## config.mk

```make
export PLATFORM = sky130hd
export DESIGN_NAME = tcrs_top
export DESIGN_NICKNAME = d
export VERILOG_FILES = /design/src/tcrs_pkg.sv /design/src/tcrs_ref_if.sv /design/src/tcrs_ref_select.sv /design/src/tcrs_top.sv
export SDC_FILE = /design/constraint.sdc
export NUM_CORES = 1
export LEC_CHECK = 0
export ABC_AREA = 1
export BUFFER_PORTS_ARGS = -buffer_cell sky130_fd_sc_hd__buf_4
export CAP_MARGIN = 20
export CORE_MARGIN = 2
export CORE_UTILIZATION = 61
export DETAILED_ROUTE_END_ITERATION = 8
export HOLD_SLACK_MARGIN = 0.03
export PLACE_DENSITY = 0.86
export SETUP_SLACK_MARGIN = 0.05
export SLEW_MARGIN = 10
export SYNTH_ARGS = -nofsm -noshare
export SYNTH_HDL_FRONTEND = slang
export SYNTH_HIERARCHICAL = 1
export SYNTH_SLANG_ARGS = --single-unit
```

## constraint.sdc

```tcl
create_clock -name i_clock -period 2.64 [get_ports i_clock]
set_input_delay 0 -clock i_clock [delete_from_list [all_inputs] [get_ports i_clock]]
set_output_delay 0 -clock i_clock [all_outputs]
set_load 0.02 [all_outputs]
```

## src/tcrs_pkg.sv

```systemverilog
/*
  Constants, register map and types for the clock reference select block.
  Assumes a 40 MHz system clock and a 16-bit register port.
*/
// Operation
// - Second rate field selects timestamp clock rate
// - Timestamp ticks come from selected rate
// - Two independent timestamp reference rates
// - Backplane ports sync only while ready
// - Ready toggle restarts backplane port sync
// - Clock management register resets to 0x0001
// - Primary field picks primary ref and loss
// - Bit 5 picks line or recovered clock
// - Primary loss forces recovered clock
// - Secondary field picks secondary ref and loss
// - Secondary loss leaves selection unchanged
// - Source register resets to 0x0000
// - First rate field uses same encoding
// - Common source bit picks common clock origin
package tcrs_pkg;
  localparam int NUM_PORTS = 28;
  localparam int ADDR_W = 16;
  localparam int DATA_W = 16;
  localparam logic [15:0] ADDR_CMCFG = 16'h5000;
  localparam logic [15:0] ADDR_SRCSEL = 16'h5002;
  localparam logic [15:0] CMCFG_RESET = 16'h0001;
  localparam logic [15:0] SRCSEL_RESET = 16'h0000;
  localparam logic [15:0] CMCFG_MASK = 16'h1FFF;
  localparam logic [15:0] SRCSEL_MASK = 16'h0FFF;
  localparam int CM_COMMON_SRC_BIT = 0;
  localparam int CM_READY_BIT = 12;
  localparam int CM_RATE1_LO = 6;
  localparam int CM_RATE2_LO = 9;
  localparam int SEL_PRI_LO = 0;
  localparam int SEL_SEC_LO = 6;
  localparam int SEL_W = 6;
  localparam int SEL_CLK_BIT = 5;
  localparam logic [4:0] LAST_PORT = 5'h1B;
  localparam int RATE_W = 3;
  localparam int ACC_W = 32;
  localparam real SYS_CLOCK_HZ = 40000000.0;
  localparam real TS_BASE_RATE_HZ = 75937.5;
  localparam logic [ACC_W-1:0] TS_BASE_STEP =
    ACC_W'(longint'(TS_BASE_RATE_HZ / SYS_CLOCK_HZ * 4294967296.0));

  typedef logic [NUM_PORTS-1:0] tcrs_ports_t;

  // Accumulator step for a rate code: base rate doubled per code step
  function automatic logic [ACC_W-1:0] tcrs_rate_step(
    input logic [RATE_W-1:0] code);
    tcrs_rate_step = TS_BASE_STEP << code;
  endfunction

  // Port number valid range check
  function automatic logic tcrs_port_ok(input logic [4:0] port);
    tcrs_port_ok = (port <= LAST_PORT);
  endfunction
endpackage

```

## src/tcrs_ref_if.sv

```systemverilog
/*
  Interface between the top and one reference selector.
  Assumes the clocks and loss inputs are already synchronised.
*/
interface tcrs_ref_if;
  import tcrs_pkg::*;
  logic [SEL_W-1:0] sel;
  logic los_override;
  tcrs_ports_t line_clock;
  tcrs_ports_t recovered_clock;
  tcrs_ports_t loss;
  logic ref_out;
  logic loss_out;
  modport top (output sel, output los_override, output line_clock,
    output recovered_clock, output loss, input ref_out, input loss_out);
  modport sel_side (input sel, input los_override, input line_clock,
    input recovered_clock, input loss, output ref_out, output loss_out);
endinterface

```

## src/tcrs_ref_select.sv

```systemverilog
/*
  One reference selector: picks a port and its line or recovered clock.
  Assumes synchronised inputs on the same clock; outputs are registered.
*/
module tcrs_ref_select (
  // Clock and reset
  input wire logic i_clock,
  input wire logic i_nrst,
  // Selection and clocks
  tcrs_ref_if.sel_side ref_if
);
  import tcrs_pkg::*;

  typedef struct packed {
    logic ref_out;
    logic loss_out;
  } tcrs_sel_state_t;

  tcrs_sel_state_t state;
  tcrs_sel_state_t next_state;
  logic [4:0] port;
  logic use_recovered;

  always_comb begin
    next_state = state;
    port = ref_if.sel[4:0];
    use_recovered = ref_if.sel[SEL_CLK_BIT];
    if (!tcrs_port_ok(port)) begin
      next_state.ref_out = 1'b0;
      next_state.loss_out = 1'b0;
    end else begin
      if (ref_if.los_override && ref_if.loss[port]) begin
        use_recovered = 1'b1;
      end
      next_state.ref_out = use_recovered ? ref_if.recovered_clock[port]
                                         : ref_if.line_clock[port];
      next_state.loss_out = ref_if.loss[port];
    end
  end

  always_ff @(posedge i_clock) begin
    if (!i_nrst) begin
      state <= '0;
    end else begin
      state <= next_state;
    end
  end

  assign ref_if.ref_out = state.ref_out;
  assign ref_if.loss_out = state.loss_out;
endmodule

```

## src/tcrs_top.sv

```systemverilog
/*
  Clock reference select: config registers, timestamp rate ticks,
  backplane ready control and the two external PLL reference outputs.
  Assumes a 40 MHz clock, a one-cycle strobe register port, and
  asynchronous port clock and loss pins.
*/
// Our own choice: the plain strobed port.
module tcrs_top (
  // Clock and reset
  input wire logic i_clock,
  input wire logic i_nrst,
  // Register port
  input wire logic [tcrs_pkg::ADDR_W-1:0] i_addr,
  input wire logic [tcrs_pkg::DATA_W-1:0] i_wdata,
  input wire logic i_wr,
  input wire logic i_rd,
  output logic [tcrs_pkg::DATA_W-1:0] o_rdata,
  // Port clocks and loss pins
  input wire logic [tcrs_pkg::NUM_PORTS-1:0] i_port_rx_line_clock,
  input wire logic [tcrs_pkg::NUM_PORTS-1:0] i_port_recovered_clock,
  input wire logic [tcrs_pkg::NUM_PORTS-1:0] i_port_loss,
  input wire logic i_ext_common_clock,
  // External PLL references
  output logic o_primary_ref_out,
  output logic o_primary_loss_out,
  output logic o_secondary_ref_out,
  output logic o_secondary_loss_out,
  // Common clock and timestamp reference ticks
  output logic o_common_clock,
  output logic o_ts_ref_tick1,
  output logic o_ts_ref_tick2,
  // Backplane synchronisation control
  output logic o_backplane_sync_enable,
  output logic o_backplane_resync
);
  import tcrs_pkg::*;

  localparam int SYNC_W = 3 * NUM_PORTS + 1;

  typedef struct packed {
    logic [15:0] cmcfg;
    logic [15:0] srcsel;
    logic [DATA_W-1:0] rdata;
    logic [SYNC_W-1:0] s1;
    logic [SYNC_W-1:0] s2;
    logic [SYNC_W-1:0] s3;
    logic [SYNC_W-1:0] stable;
    logic ready_prev;
    logic resync;
    logic sync_enable;
    logic [ACC_W-1:0] acc1;
    logic [ACC_W-1:0] acc2;
    logic tick1;
    logic tick2;
    logic common_clock;
    logic primary_ref_out;
    logic pri_loss;
    logic secondary_ref_out;
    logic sec_loss;
  } tcrs_state_t;

  tcrs_state_t state;
  tcrs_state_t next_state;
  tcrs_ref_if pri_if ();
  tcrs_ref_if sec_if ();
  logic [ACC_W:0] sum1;
  logic [ACC_W:0] sum2;
  logic [SYNC_W-1:0] pins;
  tcrs_ports_t sync_line;
  tcrs_ports_t sync_recovered;
  tcrs_ports_t sync_loss;
  logic sync_common;

  assign pins = {i_ext_common_clock, i_port_loss, i_port_recovered_clock,
                 i_port_rx_line_clock};
  assign sync_line = state.stable[NUM_PORTS-1:0];
  assign sync_recovered = state.stable[2*NUM_PORTS-1:NUM_PORTS];
  assign sync_loss = state.stable[3*NUM_PORTS-1:2*NUM_PORTS];
  assign sync_common = state.stable[SYNC_W-1];

  // Primary selector, loss overrides to recovered clock
  assign pri_if.sel = state.srcsel[SEL_PRI_LO +: SEL_W];
  assign pri_if.los_override = 1'b1;
  assign pri_if.line_clock = sync_line;
  assign pri_if.recovered_clock = sync_recovered;
  assign pri_if.loss = sync_loss;

  // Secondary selector, selection kept under loss
  assign sec_if.sel = state.srcsel[SEL_SEC_LO +: SEL_W];
  assign sec_if.los_override = 1'b0;
  assign sec_if.line_clock = sync_line;
  assign sec_if.recovered_clock = sync_recovered;
  assign sec_if.loss = sync_loss;

  tcrs_ref_select u_pri (
    .i_clock(i_clock),
    .i_nrst(i_nrst),
    .ref_if(pri_if.sel_side)
  );

  tcrs_ref_select u_sec (
    .i_clock(i_clock),
    .i_nrst(i_nrst),
    .ref_if(sec_if.sel_side)
  );

  always_comb begin
    next_state = state;
    // Pin synchronisers, change taken when stages two and three agree
    next_state.s1 = pins;
    next_state.s2 = state.s1;
    next_state.s3 = state.s2;
    for (int i = 0; i < SYNC_W; i++) begin
      if (state.s2[i] == state.s3[i]) begin
        next_state.stable[i] = state.s3[i];
      end
    end
    // Register writes
    if (i_wr) begin
      if (i_addr == ADDR_CMCFG) begin
        next_state.cmcfg = i_wdata & CMCFG_MASK;
      end else if (i_addr == ADDR_SRCSEL) begin
        next_state.srcsel = i_wdata & SRCSEL_MASK;
      end
    end
    // Register reads, data in the following cycle
    next_state.rdata = '0;
    if (i_rd) begin
      if (i_addr == ADDR_CMCFG) begin
        next_state.rdata = state.cmcfg & CMCFG_MASK;
      end else if (i_addr == ADDR_SRCSEL) begin
        next_state.rdata = state.srcsel & SRCSEL_MASK;
      end
    end
    // Two independent timestamp reference ticks
    sum1 = {1'b0, state.acc1} +
      {1'b0, tcrs_rate_step(state.cmcfg[CM_RATE1_LO +: RATE_W])};
    sum2 = {1'b0, state.acc2} +
      {1'b0, tcrs_rate_step(state.cmcfg[CM_RATE2_LO +: RATE_W])};
    next_state.acc1 = sum1[ACC_W-1:0];
    next_state.acc2 = sum2[ACC_W-1:0];
    next_state.tick1 = sum1[ACC_W];
    next_state.tick2 = sum2[ACC_W];
    // Backplane ready level and toggle restart pulse
    next_state.ready_prev = state.cmcfg[CM_READY_BIT];
    next_state.sync_enable = state.cmcfg[CM_READY_BIT];
    next_state.resync =
      state.cmcfg[CM_READY_BIT] ^ state.ready_prev;
    // Common clock origin
    next_state.common_clock = state.cmcfg[CM_COMMON_SRC_BIT] ?
      sync_common : pri_if.ref_out;
    // Retime selector outputs
    next_state.primary_ref_out = pri_if.ref_out;
    next_state.pri_loss = pri_if.loss_out;
    next_state.secondary_ref_out = sec_if.ref_out;
    next_state.sec_loss = sec_if.loss_out;
  end

  always_ff @(posedge i_clock) begin
    if (!i_nrst) begin
      state <= '0;
      state.cmcfg <= CMCFG_RESET;
      state.srcsel <= SRCSEL_RESET;
    end else begin
      state <= next_state;
    end
  end

  assign o_rdata = state.rdata;
  assign o_primary_ref_out = state.primary_ref_out;
  assign o_primary_loss_out = state.pri_loss;
  assign o_secondary_ref_out = state.secondary_ref_out;
  assign o_secondary_loss_out = state.sec_loss;
  assign o_common_clock = state.common_clock;
  assign o_ts_ref_tick1 = state.tick1;
  assign o_ts_ref_tick2 = state.tick2;
  assign o_backplane_sync_enable = state.sync_enable;
  assign o_backplane_resync = state.resync;
endmodule

```

Word level (Yosys, flattened, before mapping)

Index checks and enable logic that the tools add are counted.

Shift operators: 2
Reduce and logical (&&, ||, !) cells: 6
Order comparisons: 4
Equal/unequal tests: 87
Add/sub/neg operators: 2
Mux-type cells: 20
Bitwise operators: 4

Operators by type and width:

| cell                                                       | count |
|---|---|
| equality test 1 bit                                        | 85 |
| adder 32 x 32 -> 33 bit                                    | 2 |
| << shifter 23 x 3 -> 32 bit, first input constant          | 2 |
| equality test 16 x 15 -> 1 bit, second input constant      | 2 |
| binary-select mux 1 bit (select 5 bit)                     | 6 |
| two-way mux 13 bit                                         | 1 |
| less-than comparator 5 x 6 -> 1 bit, second input constant | 2 |
| two-way mux 1 bit                                          | 12 |
| two-way mux 12 bit                                         | 1 |
| <= comparator 5 bit, second input constant                 | 2 |
| AND reduction 2 bit                                        | 4 |
| inverter 1 bit                                             | 3 |
| AND reduction 3 bit                                        | 1 |
| OR reduction 3 bit                                         | 1 |
| bitwise XOR 1 bit                                          | 1 |

Output and inout port bits: 25
Input port bits: 121
Register bits after elaboration: 458
Logic and storage cells: 232

Depth between registers and ports, before layout

Depth after elaboration: 5
Depth in mapped cells: 18
Mapped depth without buffers: 18

Hierarchy

The synthesis kept the hierarchy.

Modules (own cells, without submodules):

| module          | cells an instance | area each (um2) | times used | sequential area each (um2) |
|---|---|---|---|---|
| tcrs_top        | 2617              | 18632.9         | 1          | 9028.7 |
| tcrs_ref_select | 236               | 1093.5          | 2          | 40.0 |

Least setup slack after synthesis

Ideal clock, no wire load.

Path type: register to register
Start point: register state[454] (netlist bit)
End point: register state[55] (netlist bit)
Required time: 2.519 ns
Data arrival time: 2.261 ns
Setup time: 0.121 ns
Path buffers: 2
Setup slack: 0.258 ns
Stages on the path, launching flop included: 14
Period minus slack after synthesis: 2.382 ns
Path through: dfxtp_1 > clkbuf_1 > clkbuf_1 > nor2_1 > ha_1 > fa_1 > nand3_1 > nand3_1 > nand2_1 > nand2_1 > nand2_1 > nand2_1 > o21ai_0 > a21oi_1

Word-level cells in the longest chain between the ends: 2

Ends and longest elaborated chain:

| element                     | line            | RTL |
|---|---|---|
| start: declaration          | tcrs_top.sv:62  | `tcrs_state_t state;` |
| start signal: assignment    | tcrs_top.sv:165 | `state <= next_state;` |
| << shifter 23 x 3 -> 32 bit | tcrs_pkg.sv:51  | `tcrs_rate_step = TS_BASE_STEP << code;` |
| adder 32 x 32 -> 33 bit     | tcrs_top.sv:136 | `sum1 = {1'b0, state.acc1} +` |

Every way passes these cells.
A chain may end at the register's enable or synchronous reset.

Worst setup path after layout

Start point: register state[452] (netlist bit)
End point: register state[69] (netlist bit)

The elaborated chain is that of the path after synthesis.

==> results.py <==
metrics = {
    "timing": {
        "layout_setup_ws_ps": 186.0,
        "final_period_minus_worst_setup_slack_ps": 2454,
        "setup_viol_count_final": 0,
        "timing_worst_slew_pin_value_ps": 704.1,
        "final.setup_skew_ps": 24.92,
        "post-route-period-util_pct": 92.96,
        "hold_viol_final": 0,
        "timing.setup.tns_ps": 0,
        "final_max_slew_viol_count": 0,
        "timing.slew.headroom_pct": 53.06,
        "fmax_mhz": 407.5,
        "setup_repair_after_global_routing_missed_its_margin": "true",
    },
    "finish": {
        "syn_to_final_growth_pct": 20.05,
        "fillerInstances": 2529,
        "finish.cell_count_without_fillers": 3807,
        "fin_nets": 3523,
        "fin_util_pct": 74.54,
        "drive_gt1_share_pct": 9.437,
        "multiInputGateArea_um2": 9117,
        "sequential_cell_area_um2": 9116,
        "antennaDiodeCount": 0,
    },
    "grt": {
        "grt_use_total_pct": 30.62,
        "grt_use_met3_pct": 3.464,
        "globalRouteMet1Util_pct": 39.38,
        "global_route.peak_usage_layer": "met2",
        "grt_pass1_wl_mm": 89.75,
        "number_of_antenna_violations_at_the_first_check_in_global_routing": 0,
        "grt_overflow": 0,
        "grt_max_degree": 190,
        "use_met2_pct": 53.07,
        "grt_pass1_vias": 18750,
    },
    "logic_synthesis": {
        "synth_ff_type": "sky130_fd_sc_hd__dfxtp_1",
        "synth.most_common_cell": "sky130_fd_sc_hd__nand2_1",
        "proportion_of_netlist_area_held_by_the_largest_area_contributor_pct": 43.75,
        "synth_sequential_area_ratio_pct": 43.75,
        "synth_area_um2": 20820,
        "yosys_warnings": 6,
        "synth_enable_flop_cells": 0,
        "ys_seq_elements": 455,
        "yosysTopAreaCell": "sky130_fd_sc_hd__dfxtp_1",
        "ys_top_cells_by_count": "987 x sky130_fd_sc_hd__nand2_1, 566 x sky130_fd_sc_hd__inv_1, 455 x sky130_fd_sc_hd__dfxtp_1",
        "netlist_instances": 3089,
        "asyncSetResetFlopFracSynth_pct": 0,
        "synth_top_cells_by_area": "sky130_fd_sc_hd__dfxtp_1 44%, sky130_fd_sc_hd__nand2_1 18%, sky130_fd_sc_hd__inv_1 10%",
        "synth.distinct_cells": 36,
        "syn_avg_cell_area_um2": 6.740,
    },
    "placement": {
        "hpwl_mm": 36.87,
        "port_buffer_cells": 139,
        "gpl.final_weighted_congestion": 0.9294,
        "pre_cts_ws_ps": 43.52,
        "place.detailed.instances": 3606,
    },
    "worst_setup_path": {
        "timing.critical_path.arrival_ps": 2900,
        "setup.worst_path.start": "state[452]",
        "setup.worst_path.class": "reg2reg",
        "crit-reg2reg-launch": "state[452]",
        "worstSetupEndpointType": "flop",
        "cpMostUsedCell": "sky130_fd_sc_hd__nand2_1",
        "crit_slowest_cell": "sky130_fd_sc_hd__dfxtp_4",
        "worst-path-max-fanout": 6,
        "critical_path.max_stage_delay_ps": 370,
        "cp_data_required_time_ps": 3080,
        "cp_cell_sequence": "inv_2 -> ha_1 -> nor3_2 -> a21oi_1 -> ha_1 -> nand2_1 -> inv_2 -> nand2_1 -> inv_1 -> a21oi_1 -> nand2_2 -> nand2_1 -> nand3_1 -> nand2_1 -> nor2_1",
        "worst_setup_path_start_kind": "flop",
    },
    "drt": {
        "vias": 19670,
        "drt-total-wl_mm": 55.84,
        "post_drt_wl_per_cell_um": 14.67,
        "via_per_inst": 5.168,
        "antenna_violating_nets_post_route": 0,
        "first_pass_iters": 7,
        "initialDrtViolationCount": 1801,
        "drt_drc_violations_left": 0,
    },
    "clocking": {
        "clock_sink_count": 455,
        "clock_insertion_delay_worst_skew_ps": 570,
        "max_clock_buf_depth": 3,
        "cts.root.buffer_cell": "sky130_fd_sc_hd__clkbuf_16",
        "cts_tree": "done",
        "cts_inserted_buffers": 45,
        "cts.clk_slew.worst_paths_ps": 60,
        "cts-htree-levels": 2,
    },
    "hold_path": {
        "hp-start": "i_addr[7]",
        "worstHoldPathType": "in2reg",
    },
    "floorplanning": {
        "die_area_um2": 35620,
        "core.rowCount": 67,
        "core_area_um2": 33530,
        "top_ports": 146,
        "die_width_um": 188.7,
        "die_y_um": 188.7,
        "floorplan.initialDensity_pct": 62.09,
    },
    "power_and_ir_drop": {
        "leakagePower_nw": 13.36,
        "fin_total_pwr_mw": 16.73,
        "power.density_nw_per_um2": 669.3,
        "irDropWorstVdd_uv": 535.9,
    },
    "run_status": {
        "outcome": "finished, final reports clean",
    },
    "run": {
        "maxCapViolCount": 0,
    },
}
sequential cells by signal, indices dropped and copies added, names as in the netlist, 6 cells and up:
name                    count
pri_if.line_clock          28
state                     162
pri_if.recovered_clock     28
o_rdata                    13
sec_if.sel                  6
pri_if.sel                  6
pri_if.loss                28
next_state                171
layer usage:
layer	vias to the layer above	part of all wire, %
li1	9835	-
met1	8888	43
met2	806	47
met3	145	6.8
met4	0	3.3
met5	-	0
where the power goes:
| group | internal [mW] | leakage, nW | switching (mW) |
|---|---|---|---|
| Combinational | 1.03 | 8.91 | 1.77 |
| Sequential | 7.22 | 3.73 | 0.165 |
| Clock | 3.80 | 0.720 | 2.75 |
layout make-up:
class                   instances  area share [%]
clock inverters                16           1.086
well taps                     448           2.243
inverters                     573           8.675
clock buffers                  64           4.951
repair buffers                293           10.09
flip-flops and latches        455           36.47
multi-input cells            1958           36.48
layout by cell type (no fill, tap or decap), types with 6 or more instances in the layout:
master and n:
sky130_fd_sc_hd__nor3_1 7, sky130_fd_sc_hd__buf_4 174, sky130_fd_sc_hd__nand2_1 974, sky130_fd_sc_hd__nand3_2 10, sky130_fd_sc_hd__nand3_1 150, sky130_fd_sc_hd__ha_2 6, sky130_fd_sc_hd__o21bai_1 6, sky130_fd_sc_hd__nor2_1 275
sky130_fd_sc_hd__a21oi_1 218, sky130_fd_sc_hd__inv_2 6, sky130_fd_sc_hd__clkbuf_16 45, sky130_fd_sc_hd__clkbuf_1 15, sky130_fd_sc_hd__nor3_2 9, sky130_fd_sc_hd__dfxtp_1 451, sky130_fd_sc_hd__and2_1 9, sky130_fd_sc_hd__ha_1 66
sky130_fd_sc_hd__inv_1 560, sky130_fd_sc_hd__nand4_1 23, sky130_fd_sc_hd__nand2_2 15, sky130_fd_sc_hd__dlygate4sd3_1 116, sky130_fd_sc_hd__o21ai_0 146, sky130_fd_sc_hd__nor2_2 8
critical path, delay by kind of cell (launching register included):
| family | cells | cell delay (ps) |
|---|---|---|
| adder cells (fa/ha/maj) | 2 | 580 |
| buffers and inverters | 3 | 230 |
| AND/OR/NAND/NOR | 8 | 880 |
| AO/OA/AOI/OAI | 2 | 280 |
| flip-flops | 1 | 370 |
kinds of logic after synthesis:
logic type / count (synthesis) / share of synthesized area (%)
buf+inv: 679 / 13.46
simple gates: 1489 / 28.59
compound gates: 385 / 9.405
flops: 455 / 43.75
xor+xnor: 3 / 0.1262
fa+ha+maj: 76 / 4.639
other cells: 2 / 0.03607
stage by stage:
stage | area, um^2 | hold slack [ps]
floorplan | 20830 | 97.63
global placement | 22080 | 180.4
detailed placement | 22080 | 184.7
CTS | 24770 | 40.27
global route | 24990 | 100.0
finish | 24990 | 69.48
worst paths after layout:
kind	endpoint	slack, ps	depth (start not counted)
setup / recovery	state[69]	190	15
hold / removal	o_rdata[6]	70	6
setup reg to reg	state[69]	190	15
hold reg to reg	next_state[238]	390	2
what timing repair did:
action | 4_1_cts | 5_1_grt
setup buffers | 1 | 4
pin swaps | 1 | 8
setup endpoints to repair | 4 | 51
endpoints found under the hold margin | 140 | 0
gates cloned | 0 | 0
hold buffers | 116 | 0
resized for setup | 3 | 62
No activity file was read; power rests on OpenSTA's default activity.
